--- config.mk ---
export PLATFORM = sky130hd
export DESIGN_NAME = eecc_ctrl
export DESIGN_NICKNAME = d
export VERILOG_FILES = /design/src/rtl/eecc_pkg.sv /design/src/rtl/eecc_ctrl.sv
export SDC_FILE = /design/constraint.sdc
export NUM_CORES = 1
export LEC_CHECK = 0
export ABC_AREA = 1
export BUFFER_PORTS_ARGS = -buffer_cell sky130_fd_sc_hd__buf_2
export CORE_ASPECT_RATIO = 0.9
export CORE_MARGIN = 3
export CORE_UTILIZATION = 50
export DETAILED_ROUTE_END_ITERATION = 10
export HOLD_SLACK_MARGIN = 0.03
export PLACE_DENSITY = 0.74
export SETUP_SLACK_MARGIN = 0.5
export SYNTH_ARGS = -nofsm -noshare
export SYNTH_HDL_FRONTEND = slang
export SYNTH_SLANG_ARGS = --single-unit
--- constraint.sdc ---
create_clock -name aclk -period 2.9 [get_ports aclk]
set_input_delay 0.58 -clock aclk [delete_from_list [all_inputs] [get_ports aclk]]
set_output_delay 0.58 -clock aclk [all_outputs]
set_load 0.02 [all_outputs]
--- src/rtl/eecc_pkg.sv ---
// package: register map, field layout and timing for the eeprom command control block
package eecc_pkg;

  localparam logic [11:0] EEPROM_COMMAND_CTRL_OFF = 12'h1B4;
  localparam logic [11:0] EEPROM_DATA_PORT_OFF    = 12'h1B8;
  localparam logic [11:0] IRQ_STATUS_OFF          = 12'h1C0;
  localparam logic [11:0] IRQ_MASK_OFF            = 12'h1C4;
  localparam logic [11:0] ADDR_SETTING_OFF        = 12'h1C8;

  localparam int BUSY_BIT = 31;
  localparam int OP_HI    = 30;
  localparam int OP_LO    = 28;

  localparam logic [31:0] CMD_RESET  = 32'h80000000;
  localparam logic [2:0]  OP_READ    = 3'h0;
  localparam logic [2:0]  OP_WRITE   = 3'h3;

  // status bits: 0 done, 1 timeout, 2 loader finished
  localparam int ST_DONE    = 0;
  localparam int ST_TIMEOUT = 1;
  localparam int ST_LOADED  = 2;
  localparam int ST_W       = 3;

  localparam logic [1:0] RESP_OKAY   = 2'h0;
  localparam logic [1:0] RESP_SLVERR = 2'h2;

  // timeout for an absent eeprom, applied to write commands only; reads wait without limit
  localparam int TIMEOUT_US     = 30;
  localparam int CLK_MHZ        = 100;
  localparam int TIMEOUT_CYCLES = TIMEOUT_US * CLK_MHZ;

  typedef enum logic [2:0] {
    EECC_LOAD    = 3'b000,
    EECC_IDLE    = 3'b001,
    EECC_RD_WAIT = 3'b010,
    EECC_WR_WAIT = 3'b011
  } eecc_state_t;

  typedef struct packed {
    logic        req;
    logic        we;
    logic [15:0] addr;
    logic [31:0] wdata;
  } eecc_ee_req_t;

  typedef struct packed {
    logic        ack;
    logic [31:0] rdata;
  } eecc_ee_rsp_t;

endpackage

--- src/rtl/eecc_ctrl.sv ---
// eeprom command control: axi4-lite registers, command sequencing and busy flag
`timescale 1ns/10ps
`default_nettype none

module eecc_ctrl #(
  parameter int TIMEOUT_CYCLES = eecc_pkg::TIMEOUT_CYCLES
) (
  // clock and reset
  input  wire logic                  aclk,
  input  wire logic                  aresetn,
  // axi4-lite slave
  input  wire logic [11:0]           s_axi_awaddr,
  input  wire logic                  s_axi_awvalid,
  output logic                       s_axi_awready,
  input  wire logic [31:0]           s_axi_wdata,
  input  wire logic [3:0]            s_axi_wstrb,
  input  wire logic                  s_axi_wvalid,
  output logic                       s_axi_wready,
  output logic [1:0]                 s_axi_bresp,
  output logic                       s_axi_bvalid,
  input  wire logic                  s_axi_bready,
  input  wire logic [11:0]           s_axi_araddr,
  input  wire logic                  s_axi_arvalid,
  output logic                       s_axi_arready,
  output logic [31:0]                s_axi_rdata,
  output logic [1:0]                 s_axi_rresp,
  output logic                       s_axi_rvalid,
  input  wire logic                  s_axi_rready,
  // eeprom bus engine and loader
  output eecc_pkg::eecc_ee_req_t     ee_req,
  input  wire eecc_pkg::eecc_ee_rsp_t ee_rsp,
  input  wire logic                  loader_done,
  // interrupt
  output logic                       irq
);

  ////////////////////////////////////////////////////////////////////////////
  logic [31:0]           cmd_r;
  logic [31:0]           data_r;
  logic [15:0]           addr_r;
  logic [eecc_pkg::ST_W-1:0] stat_r;
  logic [eecc_pkg::ST_W-1:0] mask_r;
  eecc_pkg::eecc_state_t state_r;
  logic [31:0]           tmo_r;
  logic                  aw_got_r;
  logic                  w_got_r;
  logic [11:0]           awaddr_r;
  logic [31:0]           wdata_r;
  logic [3:0]            wstrb_r;
  logic                  wr_go;
  logic                  start;
  logic                  finish;
  logic                  timeout;
  logic [eecc_pkg::ST_W-1:0] ev;

  assign s_axi_awready = !aw_got_r && !s_axi_bvalid;
  assign s_axi_wready  = !w_got_r && !s_axi_bvalid;
  assign s_axi_arready = !s_axi_rvalid;
  assign wr_go = aw_got_r && w_got_r;

  // start only from idle; a busy write while busy is ignored by hardware
  assign start = wr_go && awaddr_r == eecc_pkg::EEPROM_COMMAND_CTRL_OFF && wstrb_r[3]
                 && wdata_r[eecc_pkg::BUSY_BIT] && state_r == eecc_pkg::EECC_IDLE;
  assign timeout = state_r == eecc_pkg::EECC_WR_WAIT
                   && tmo_r == 32'(TIMEOUT_CYCLES - 1);
  assign finish = ((state_r == eecc_pkg::EECC_RD_WAIT || state_r == eecc_pkg::EECC_WR_WAIT)
                  && ee_rsp.ack) || timeout
                  || (state_r == eecc_pkg::EECC_IDLE && cmd_r[eecc_pkg::BUSY_BIT]);

  ////////////////////////////////////////////////////////////////////////////
  // bus write channel: address and data taken in either order
  always_ff @(posedge aclk)
  begin
    if (!aresetn)
    begin
      aw_got_r     <= 1'b0;
      w_got_r      <= 1'b0;
      awaddr_r     <= 12'h000;
      wdata_r      <= 32'h00000000;
      wstrb_r      <= 4'h0;
      s_axi_bvalid <= 1'b0;
      s_axi_bresp  <= eecc_pkg::RESP_OKAY;
    end
    else
    begin
      if (s_axi_awvalid && s_axi_awready)
      begin
        aw_got_r <= 1'b1;
        awaddr_r <= s_axi_awaddr;
      end
      if (s_axi_wvalid && s_axi_wready)
      begin
        w_got_r <= 1'b1;
        wdata_r <= s_axi_wdata;
        wstrb_r <= s_axi_wstrb;
      end
      if (wr_go)
      begin
        aw_got_r     <= 1'b0;
        w_got_r      <= 1'b0;
        s_axi_bvalid <= 1'b1;
        unique case (awaddr_r)
          eecc_pkg::EEPROM_COMMAND_CTRL_OFF, eecc_pkg::EEPROM_DATA_PORT_OFF,
          eecc_pkg::IRQ_STATUS_OFF, eecc_pkg::IRQ_MASK_OFF,
          eecc_pkg::ADDR_SETTING_OFF: s_axi_bresp <= eecc_pkg::RESP_OKAY;
          default:                    s_axi_bresp <= eecc_pkg::RESP_SLVERR;
        endcase
      end
      else if (s_axi_bready)
        s_axi_bvalid <= 1'b0;
    end
  end

  ////////////////////////////////////////////////////////////////////////////
  // command register: busy self-clears, op code writable only when idle
  always_ff @(posedge aclk)
  begin
    if (!aresetn)
      cmd_r <= eecc_pkg::CMD_RESET;
    else
    begin
      if (wr_go && awaddr_r == eecc_pkg::EEPROM_COMMAND_CTRL_OFF && wstrb_r[3]
          && state_r == eecc_pkg::EECC_IDLE)
        cmd_r[eecc_pkg::OP_HI:eecc_pkg::OP_LO] <= wdata_r[eecc_pkg::OP_HI:eecc_pkg::OP_LO];
      if (start)
        cmd_r[eecc_pkg::BUSY_BIT] <= 1'b1;
      else if (finish || (state_r == eecc_pkg::EECC_LOAD && loader_done))
        cmd_r[eecc_pkg::BUSY_BIT] <= 1'b0;
    end
  end

  // data port and address setting; read data lands as busy drops
  always_ff @(posedge aclk)
  begin
    if (!aresetn)
    begin
      data_r <= 32'h00000000;
      addr_r <= 16'h0000;
    end
    else
    begin
      if (state_r == eecc_pkg::EECC_RD_WAIT && ee_rsp.ack)
        data_r <= ee_rsp.rdata;
      else if (wr_go && awaddr_r == eecc_pkg::EEPROM_DATA_PORT_OFF)
        data_r <= wdata_r;
      if (wr_go && awaddr_r == eecc_pkg::ADDR_SETTING_OFF)
        addr_r <= wdata_r[15:0];
    end
  end

  ////////////////////////////////////////////////////////////////////////////
  // sequencer
  always_ff @(posedge aclk)
  begin
    if (!aresetn)
    begin
      state_r <= eecc_pkg::EECC_LOAD;
      tmo_r   <= 32'h00000000;
    end
    else
    begin
      unique case (state_r)
        eecc_pkg::EECC_LOAD:
          if (loader_done)
            state_r <= eecc_pkg::EECC_IDLE;
        eecc_pkg::EECC_IDLE:
        begin
          tmo_r <= 32'h00000000;
          if (start)
          begin
            // reserved codes complete at once with no eeprom action
            unique case (wdata_r[eecc_pkg::OP_HI:eecc_pkg::OP_LO])
              eecc_pkg::OP_READ:  state_r <= eecc_pkg::EECC_RD_WAIT;
              eecc_pkg::OP_WRITE: state_r <= eecc_pkg::EECC_WR_WAIT;
              default:            state_r <= eecc_pkg::EECC_IDLE;
            endcase
          end
        end
        eecc_pkg::EECC_RD_WAIT:
          if (ee_rsp.ack)
            state_r <= eecc_pkg::EECC_IDLE;
        eecc_pkg::EECC_WR_WAIT:
        begin
          tmo_r <= tmo_r + 32'h00000001;
          if (finish)
            state_r <= eecc_pkg::EECC_IDLE;
        end
        default: state_r <= eecc_pkg::EECC_IDLE;
      endcase
    end
  end

  always_ff @(posedge aclk)
  begin
    if (!aresetn)
      ee_req <= '0;
    else
    begin
      ee_req.req   <= state_r == eecc_pkg::EECC_RD_WAIT || state_r == eecc_pkg::EECC_WR_WAIT;
      ee_req.we    <= state_r == eecc_pkg::EECC_WR_WAIT;
      ee_req.addr  <= addr_r;
      ee_req.wdata <= data_r;
    end
  end

  ////////////////////////////////////////////////////////////////////////////
  // interrupts: set beats write-one-to-clear
  assign ev[eecc_pkg::ST_DONE]    = finish;
  assign ev[eecc_pkg::ST_TIMEOUT] = timeout;
  assign ev[eecc_pkg::ST_LOADED]  = state_r == eecc_pkg::EECC_LOAD && loader_done;

  always_ff @(posedge aclk)
  begin
    if (!aresetn)
    begin
      stat_r <= '0;
      mask_r <= '0;
    end
    else
    begin
      if (wr_go && awaddr_r == eecc_pkg::IRQ_STATUS_OFF)
        stat_r <= (stat_r & ~wdata_r[eecc_pkg::ST_W-1:0]) | ev;
      else
        stat_r <= stat_r | ev;
      if (wr_go && awaddr_r == eecc_pkg::IRQ_MASK_OFF)
        mask_r <= wdata_r[eecc_pkg::ST_W-1:0];
    end
  end

  assign irq = |(stat_r & mask_r);

  ////////////////////////////////////////////////////////////////////////////
  // read channel
  always_ff @(posedge aclk)
  begin
    if (!aresetn)
    begin
      s_axi_rvalid <= 1'b0;
      s_axi_rdata  <= 32'h00000000;
      s_axi_rresp  <= eecc_pkg::RESP_OKAY;
    end
    else if (s_axi_arvalid && s_axi_arready)
    begin
      s_axi_rvalid <= 1'b1;
      s_axi_rresp  <= eecc_pkg::RESP_OKAY;
      unique case (s_axi_araddr)
        eecc_pkg::EEPROM_COMMAND_CTRL_OFF: s_axi_rdata <= cmd_r;
        eecc_pkg::EEPROM_DATA_PORT_OFF:    s_axi_rdata <= data_r;
        eecc_pkg::IRQ_STATUS_OFF:          s_axi_rdata <= {29'h0, stat_r};
        eecc_pkg::IRQ_MASK_OFF:            s_axi_rdata <= {29'h0, mask_r};
        eecc_pkg::ADDR_SETTING_OFF:        s_axi_rdata <= {16'h0000, addr_r};
        default:
        begin
          s_axi_rdata <= 32'h00000000;
          s_axi_rresp <= eecc_pkg::RESP_SLVERR;
        end
      endcase
    end
    else if (s_axi_rready)
      s_axi_rvalid <= 1'b0;
  end

  ////////////////////////////////////////////////////////////////////////////
  // assertions
  busy_after_start_a: assert property (@(posedge aclk) disable iff (!aresetn)
    start |=> cmd_r[eecc_pkg::BUSY_BIT]) else $error("busy not set after start");
  busy_held_a: assert property (@(posedge aclk) disable iff (!aresetn)
    (state_r == eecc_pkg::EECC_RD_WAIT || state_r == eecc_pkg::EECC_WR_WAIT)
    |-> cmd_r[eecc_pkg::BUSY_BIT]) else $error("busy dropped mid operation");
  read_data_a: assert property (@(posedge aclk) disable iff (!aresetn)
    (state_r == eecc_pkg::EECC_RD_WAIT && ee_rsp.ack)
    |=> !cmd_r[eecc_pkg::BUSY_BIT] && data_r == $past(ee_rsp.rdata))
    else $error("read data not valid at busy clear");
  timeout_clear_a: assert property (@(posedge aclk) disable iff (!aresetn)
    timeout |=> !cmd_r[eecc_pkg::BUSY_BIT] && stat_r[eecc_pkg::ST_TIMEOUT])
    else $error("busy not cleared on timeout");
  load_busy_a: assert property (@(posedge aclk) disable iff (!aresetn)
    state_r == eecc_pkg::EECC_LOAD |-> cmd_r[eecc_pkg::BUSY_BIT])
    else $error("busy clear before loader done");
  op_stable_a: assert property (@(posedge aclk) disable iff (!aresetn)
    state_r != eecc_pkg::EECC_IDLE |=> $stable(cmd_r[eecc_pkg::OP_HI:eecc_pkg::OP_LO]))
    else $error("op code changed while busy");
  reserved_op_a: assert property (@(posedge aclk) disable iff (!aresetn)
    (start && wdata_r[eecc_pkg::OP_HI:eecc_pkg::OP_LO] != eecc_pkg::OP_READ
     && wdata_r[eecc_pkg::OP_HI:eecc_pkg::OP_LO] != eecc_pkg::OP_WRITE)
    |=> state_r == eecc_pkg::EECC_IDLE ##1 !ee_req.req)
    else $error("reserved op touched eeprom");
  status_set_a: assert property (@(posedge aclk) disable iff (!aresetn)
    finish |=> stat_r[eecc_pkg::ST_DONE]) else $error("done status not set");

endmodule

`default_nettype wire

======== Word level (Yosys, flattened, before mapping) ========
Index checks and enable logic that the tools add are counted.
word-level totals
  bits in read-only memories .............. 0
  memories ................................ 0
  memory bits (writable) .................. 0
  latch bits .............................. 0
  output and inout bits ................... 92
  bits in registers ....................... 231
  logic and storage cells ................. 105
  input bits .............................. 101
cells by class
  shift operators ......................... 0
  reduce and logical (&&, ||, !) cells .... 40
  div/mod/pow operators ................... 0
  multiplexer cells ....................... 17
  bitwise operators ....................... 6
  $add $sub $neg .......................... 1
  equality and inequality tests ........... 19
  multipliers ............................. 0
  $lt $le $gt $ge ......................... 0
operator list
  kind                     count
  $pmux W32 S5             1
  $eq A12 B9 Y1 const B    10
  $mux W32                 2
  $pmux W32 S2             1
  $add A32 B1 Y32 const B  1
  $eq A32 B12 Y1 const B   1
  $logic_and A1 B1 Y1      20
  $mux W3                  5
  $pmux W3 S4              1
  $reduce_or A5 Y1         2
  $eq A3 B2 Y1 const B     3
  $ne A2 B2 Y1 const B     4
  $reduce_bool A2 Y1       4
  $and A3 B3 Y3            2
  $logic_not A3 Y1         2
  $or A3 B3 Y3             2
  $logic_not A1 Y1         4
  $logic_or A1 B1 Y1       4
  $mux W1                  4
  $mux W2                  2
  $pmux W2 S2              1
  $reduce_and A4 Y1        1
  $reduce_or A2 Y1         2
  $eq A3 B1 Y1 const B     1
  3 further kinds          3

======== Longest topological paths before layout ========
  depth after elaboration ................. 7
  mapped depth ............................ 10
  mapped depth without buffers ............ 10

======== Least setup slack after synthesis ========
OpenSTA, ideal clock, no wires.
  kind .................................... input-to-reg
  start point ............................. input port s_axi_araddr[1]
  end point ............................... register s_axi_rdata[13]
  stages on the path ...................... 8
  path slack .............................. 1.251 ns
  arrival ................................. 1.578 ns
  cells stage by stage .................... nor2_2 -> clkinv_1 -> nor2_2 -> nand3_2 -> buf_6 -> o21ai_1 -> nand2_1 -> a21oi_1
between the ends
  longest elaborated chain between the ends .. 2
  elaborated cells between the ends (all ways) .. 6
  classes of those cells .................. eq/ne (5); mux (1)
ends and longest elaborated chain
  element               RTL line          text
  from (decl)           eecc_ctrl.sv:22   input wire logic [11:0] s_axi_araddr,
  $eq A12 B9 Y1         eecc_ctrl.sv:246  unique case (s_axi_araddr)
  $pmux W32 S5 (*)      eecc_ctrl.sv:246
  to (signal assigned)  eecc_ctrl.sv:247  eecc_pkg::EEPROM_COMMAND_CTRL_OFF: s_axi_rdata <= cmd_r;
  to (signal assigned)  eecc_ctrl.sv:248  eecc_pkg::EEPROM_DATA_PORT_OFF: s_axi_rdata <= data_r;
  to (signal assigned)  eecc_ctrl.sv:249  eecc_pkg::IRQ_STATUS_OFF: s_axi_rdata <= {29'h0, stat_r};
  to (decl)             eecc_ctrl.sv:25   output logic [31:0] s_axi_rdata,
Every way passes the cells marked *; elsewhere a longest branch is shown, timed or not.
A chain may end at the register's enable or synchronous reset.

======== Worst setup path in the final report ========
  start point ............................. register awaddr_r[0]
  end point ............................... register data_r[7]
between the ends
  longest elaborated chain between the ends .. 3
ends and longest elaborated chain
  element                              RTL line          text
  from (decl)                          eecc_ctrl.sv:47   logic [11:0] awaddr_r;
  from (signal assigned)               eecc_ctrl.sv:89   awaddr_r <= s_axi_awaddr;
  $eq A12 B9 Y1                        eecc_ctrl.sv:144  else if (wr_go && awaddr_r == eecc_pkg::EEPROM_DATA_PORT_OFF)
  $logic_and A1 B1 Y1                  eecc_ctrl.sv:144
  $reduce_bool A2 Y1 (no source line)  n/a
  to (signal assigned)                 eecc_ctrl.sv:143  data_r <= ee_rsp.rdata;
  to (signal assigned)                 eecc_ctrl.sv:145  data_r <= wdata_r;
  to (decl)                            eecc_ctrl.sv:39   logic [31:0] data_r;
Every way passes these cells.

==> results.txt <==
----------------------------------------------------
[Clock network]
  TritonCTS sink count ... 225
  Clock tree root buffer cell ... sky130_fd_sc_hd__clkbuf_16
  Post-CTS setup buffers ... 0
  Post-CTS Hold Fix Bufs ... 0
  CTS clock-pin slew for the worst setup and hold paths ... 0.06 ns
  Resized cells post-CTS ... 0
  TritonCTS buffer count ... 23
  Worst skew pair latency ... 0.50 ns
  TritonCTS clock tree ... done
  CTS H-Tree Depth ... 1
  Clk buf depth ... 3

[Worst setup path]
  Data required time at the worst endpoint ... 3.33 ns
  Critical-path cell list ... nor2_1 -> inv_1 -> nor3_1 -> nand2_1 -> inv_1 -> nand2_1 -> nand2_2 -> buf_4 -> o211ai_1 -> o21ai_1
  Data arrival time at the worst-slack endpoint ... 2.44 ns
  Critical path buffers and inverters ... 3
  Endpoint type of the worst setup path ... flip-flop
  Slowest cell delay on critical path ... 0.42 ns
  Slowest cell on crit path ... sky130_fd_sc_hd__nand2_2
  Classification of the worst setup path ... reg -> reg
  Maximum fanout along the worst path ... 28
  Kind of start point of the critical path ... flip-flop
  Cell family with most CP delay ... simple AND/OR/NAND/NOR gates

[Outcome]
  Outcome ... finished, final reports clean

[Floorplanning]
  Die span in y ... 136.2 microns
  Width of the chip ... 150.7 microns
  Io pins ... 193
  Row cnt ... 46
  Die ar. ... 20520 sq um
  Initial cell density of the core ... 0.5211
  Placeable core region ... 18070 sq um

[Global route]
  Wire length of the first global-routing pass ... 40540 microns
  Antenna violations before repair ... 5
  Global route total overflow ... 0
  Vias in the first global route ... 8388
  Overall track demand over capacity in global routing ... 0.2406
  Maximum number of pins on one net before global-route repair ... 169

[Timing]
  Final number of hold-violating endpoints ... 0
  Worst hold slack across all endpoints ... 0.3281 ns
  Ratio of final minimum period to clock period ... 0.6942
  Worst clock skew ... 0.01399 ns
  Fin Setup TNS ... 0 ns
  Max Transition Viols Final ... 0
  Setup repair after global routing missed its margin ... no
  Actual slew at the worst max-slew pin ... 0.7445 ns
  Clock period minus final worst setup slack ... 2.013 ns
  # setup viols final ... 0
  Highest attainable clock frequency ... 0.4967 GHz
  Worst relative slew slack ... 0.5032

[Synth]
  Cell type with the highest aggregate area in the netlist ... sky130_fd_sc_hd__dfxtp_1
  Most frequent cells after synthesis ... sky130_fd_sc_hd__nand2_1 (263), sky130_fd_sc_hd__dfxtp_1 (225), sky130_fd_sc_hd__inv_1 (185), sky130_fd_sc_hd__nor2_1 (164), sky130_fd_sc_hd__a21oi_1 (114)
  Count of distinct cell types in the synthesized netlist ... 34
  Post-Synthesis Cells ... 1336
  Area fraction of the dominant cell type after synthesis ... 0.4783
  Seq/Total Area, Yosys ... 0.4783
  Syn Area/Cell ... 7.049 sq um
  Number of synthesized register bits ... 225
  Top area cells in the synthesized netlist ... sky130_fd_sc_hd__dfxtp_1 (48%), sky130_fd_sc_hd__nand2_1 (10%), sky130_fd_sc_hd__inv_1 (7.4%), sky130_fd_sc_hd__nor2_1 (6.5%), sky130_fd_sc_hd__a21oi_1 (6.1%)
  EDFF count, synth ... 0
  YS warnings ... 0
  Top-count cell post-synth ... sky130_fd_sc_hd__nand2_1
  Summed instance area of the synthesized netlist ... 9418 sq um
  Primary FF master, synth ... sky130_fd_sc_hd__dfxtp_1
  Ys async rst share ... 0

[Power]
  Power density relative to cell area ... 636.6 nW/um^2
  Maximum resistive drop on vdd ... 353.7 uV
  Leakage power ... 5.326 nW

[Routing]
  Final antenna-violating net count ... 0
  Per-cell routed wire length ... 14.28 microns
  Total detailed-routing wirelength ... 25050 microns
  Pre-Repair DR Iteration Count ... 5
  Vias after detailed routing ... 8988
  DRC violation count after routing ... 0
  Vias per Instance ... 5.124
  First DRT Iteration DRCs ... 592

[Layout]
  Final layout net count ... 1601
  Area growth from synthesis to layout ... 19.38%
  Count of filler cells inserted in the layout ... 1722
  Post-route non-filler standard cell count ... 1754
  Ratio of cells with drive above 1 in the final layout ... 0.1745

[Placed design]
  Buffers on Ports ... 187
  Count of placed standard cells including taps ... 1714
  Routability congestion estimate ... 0.8977
  Detailed placement HPWL ... 17820 microns

[Run]
  Count of max-cap constraint violations ... 0

[Worst hold path]
  Tightest Hold Check Type ... in -> reg

----------------------------------------------------
-- worst min-delay path, stage by stage --
cell,delay [ns]
sky130_fd_sc_hd__buf_2,0.07
sky130_fd_sc_hd__inv_1,0.03
sky130_fd_sc_hd__nand2_1,0.05
sky130_fd_sc_hd__a21oi_1,0.05
-- cell usage in the layout, fill, tap and decap left out, drive strengths merged, types with 2 or more instances in the layout --
master     n
a211oi     2
a21oi    114
a31oi      2
buf      200
clkbuf    34
clkinv     7
conb       2
dfxtp    225
inv      197
nand2    266
nand3     65
nand4     17
nor2     170
nor3      26
o2111ai    2
o211ai    22
o21a       3
o21ai    152
-- metal layers --
layer / wire length, microns / vias up / track usage
met2: 10660 / 301 / 0.3751
li1: - / 4582 / -
met5: 57 / - / 0
met4: 660 / 10 / 0.07049
met1: 11480 / 4039 / 0.3329
met3: 2187 / 56 / 0.05867
-- state kept, by name (all words and copies together), names as in the netlist --
signal        cells
wstrb_r           1
state_r           2
s_axi_bresp       1
s_axi_rdata      32
data_r           32
stat_r            3
s_axi_bvalid      1
awaddr_r         12
w_got_r           1
ee_req           50
s_axi_rresp       1
s_axi_rvalid      1
cmd_r             4
mask_r            3
wdata_r          32
addr_r           16
aw_got_r          1
tmo_r            32
-- where the power goes --
part	total (mW)	switching, mW	internal [mW]	leakage [nW]
clock network	2.86	1.17	1.69	0.358
registers	3.37	0.105	3.27	1.83
logic	0.921	0.644	0.277	3.14
total	7.16	1.92	5.24	5.33
-- path summary, 6_finish.rpt --
path           startpoint      endpoint  slack [ns]  cells after the start
max           awaddr_r[0]     data_r[7]        0.89                     10
min          s_axi_bready  s_axi_bvalid        0.33                      4
max reg2reg   awaddr_r[0]     data_r[7]        0.89                     10
min reg2reg    data_r[25]    ee_req[25]        0.44                      2
-- metrics by stage --
stage	cell area (sq um)	setup WS [ns]	utilization	power, mW
6_report	11240	0.8869	0.6221	7.157
5_1_grt	11240	0.5841	0.6220	7.477
4_1_cts	11240	0.8647	0.6220	7.217
3_5_place_dp	10510	0.7082	0.5816	4.353
3_3_place_gp	10510	0.7602	0.5816	4.331
2_1_floorplan	9422	1.251	-	4.042
-- cells by family after synthesis --
kind of cell	Yosys count	synth area share
simple gates	546	0.2433
other cells	1	0.0003982
fa+ha+maj	1	0.001328
flops	225	0.4783
buf+inv	264	0.1088
compound gates	299	0.1679
-- area by class of cell --
type / instances / area [sq um] / share of cell area
Antenna cell: 1 / 2.502 / 0.0002226
Clock buffer: 34 / 676.9 / 0.06020
Clock inverter: 5 / 52.55 / 0.004674
Inverter: 201 / 754.5 / 0.06710
Multi-Input combinational cell: 848 / 3904 / 0.3472
Sequential cell: 225 / 4504 / 0.4006
Tap cell: 240 / 300.3 / 0.02671
Timing Repair Buffer: 200 / 1049 / 0.09326
Power figures use the tool's default switching activity.
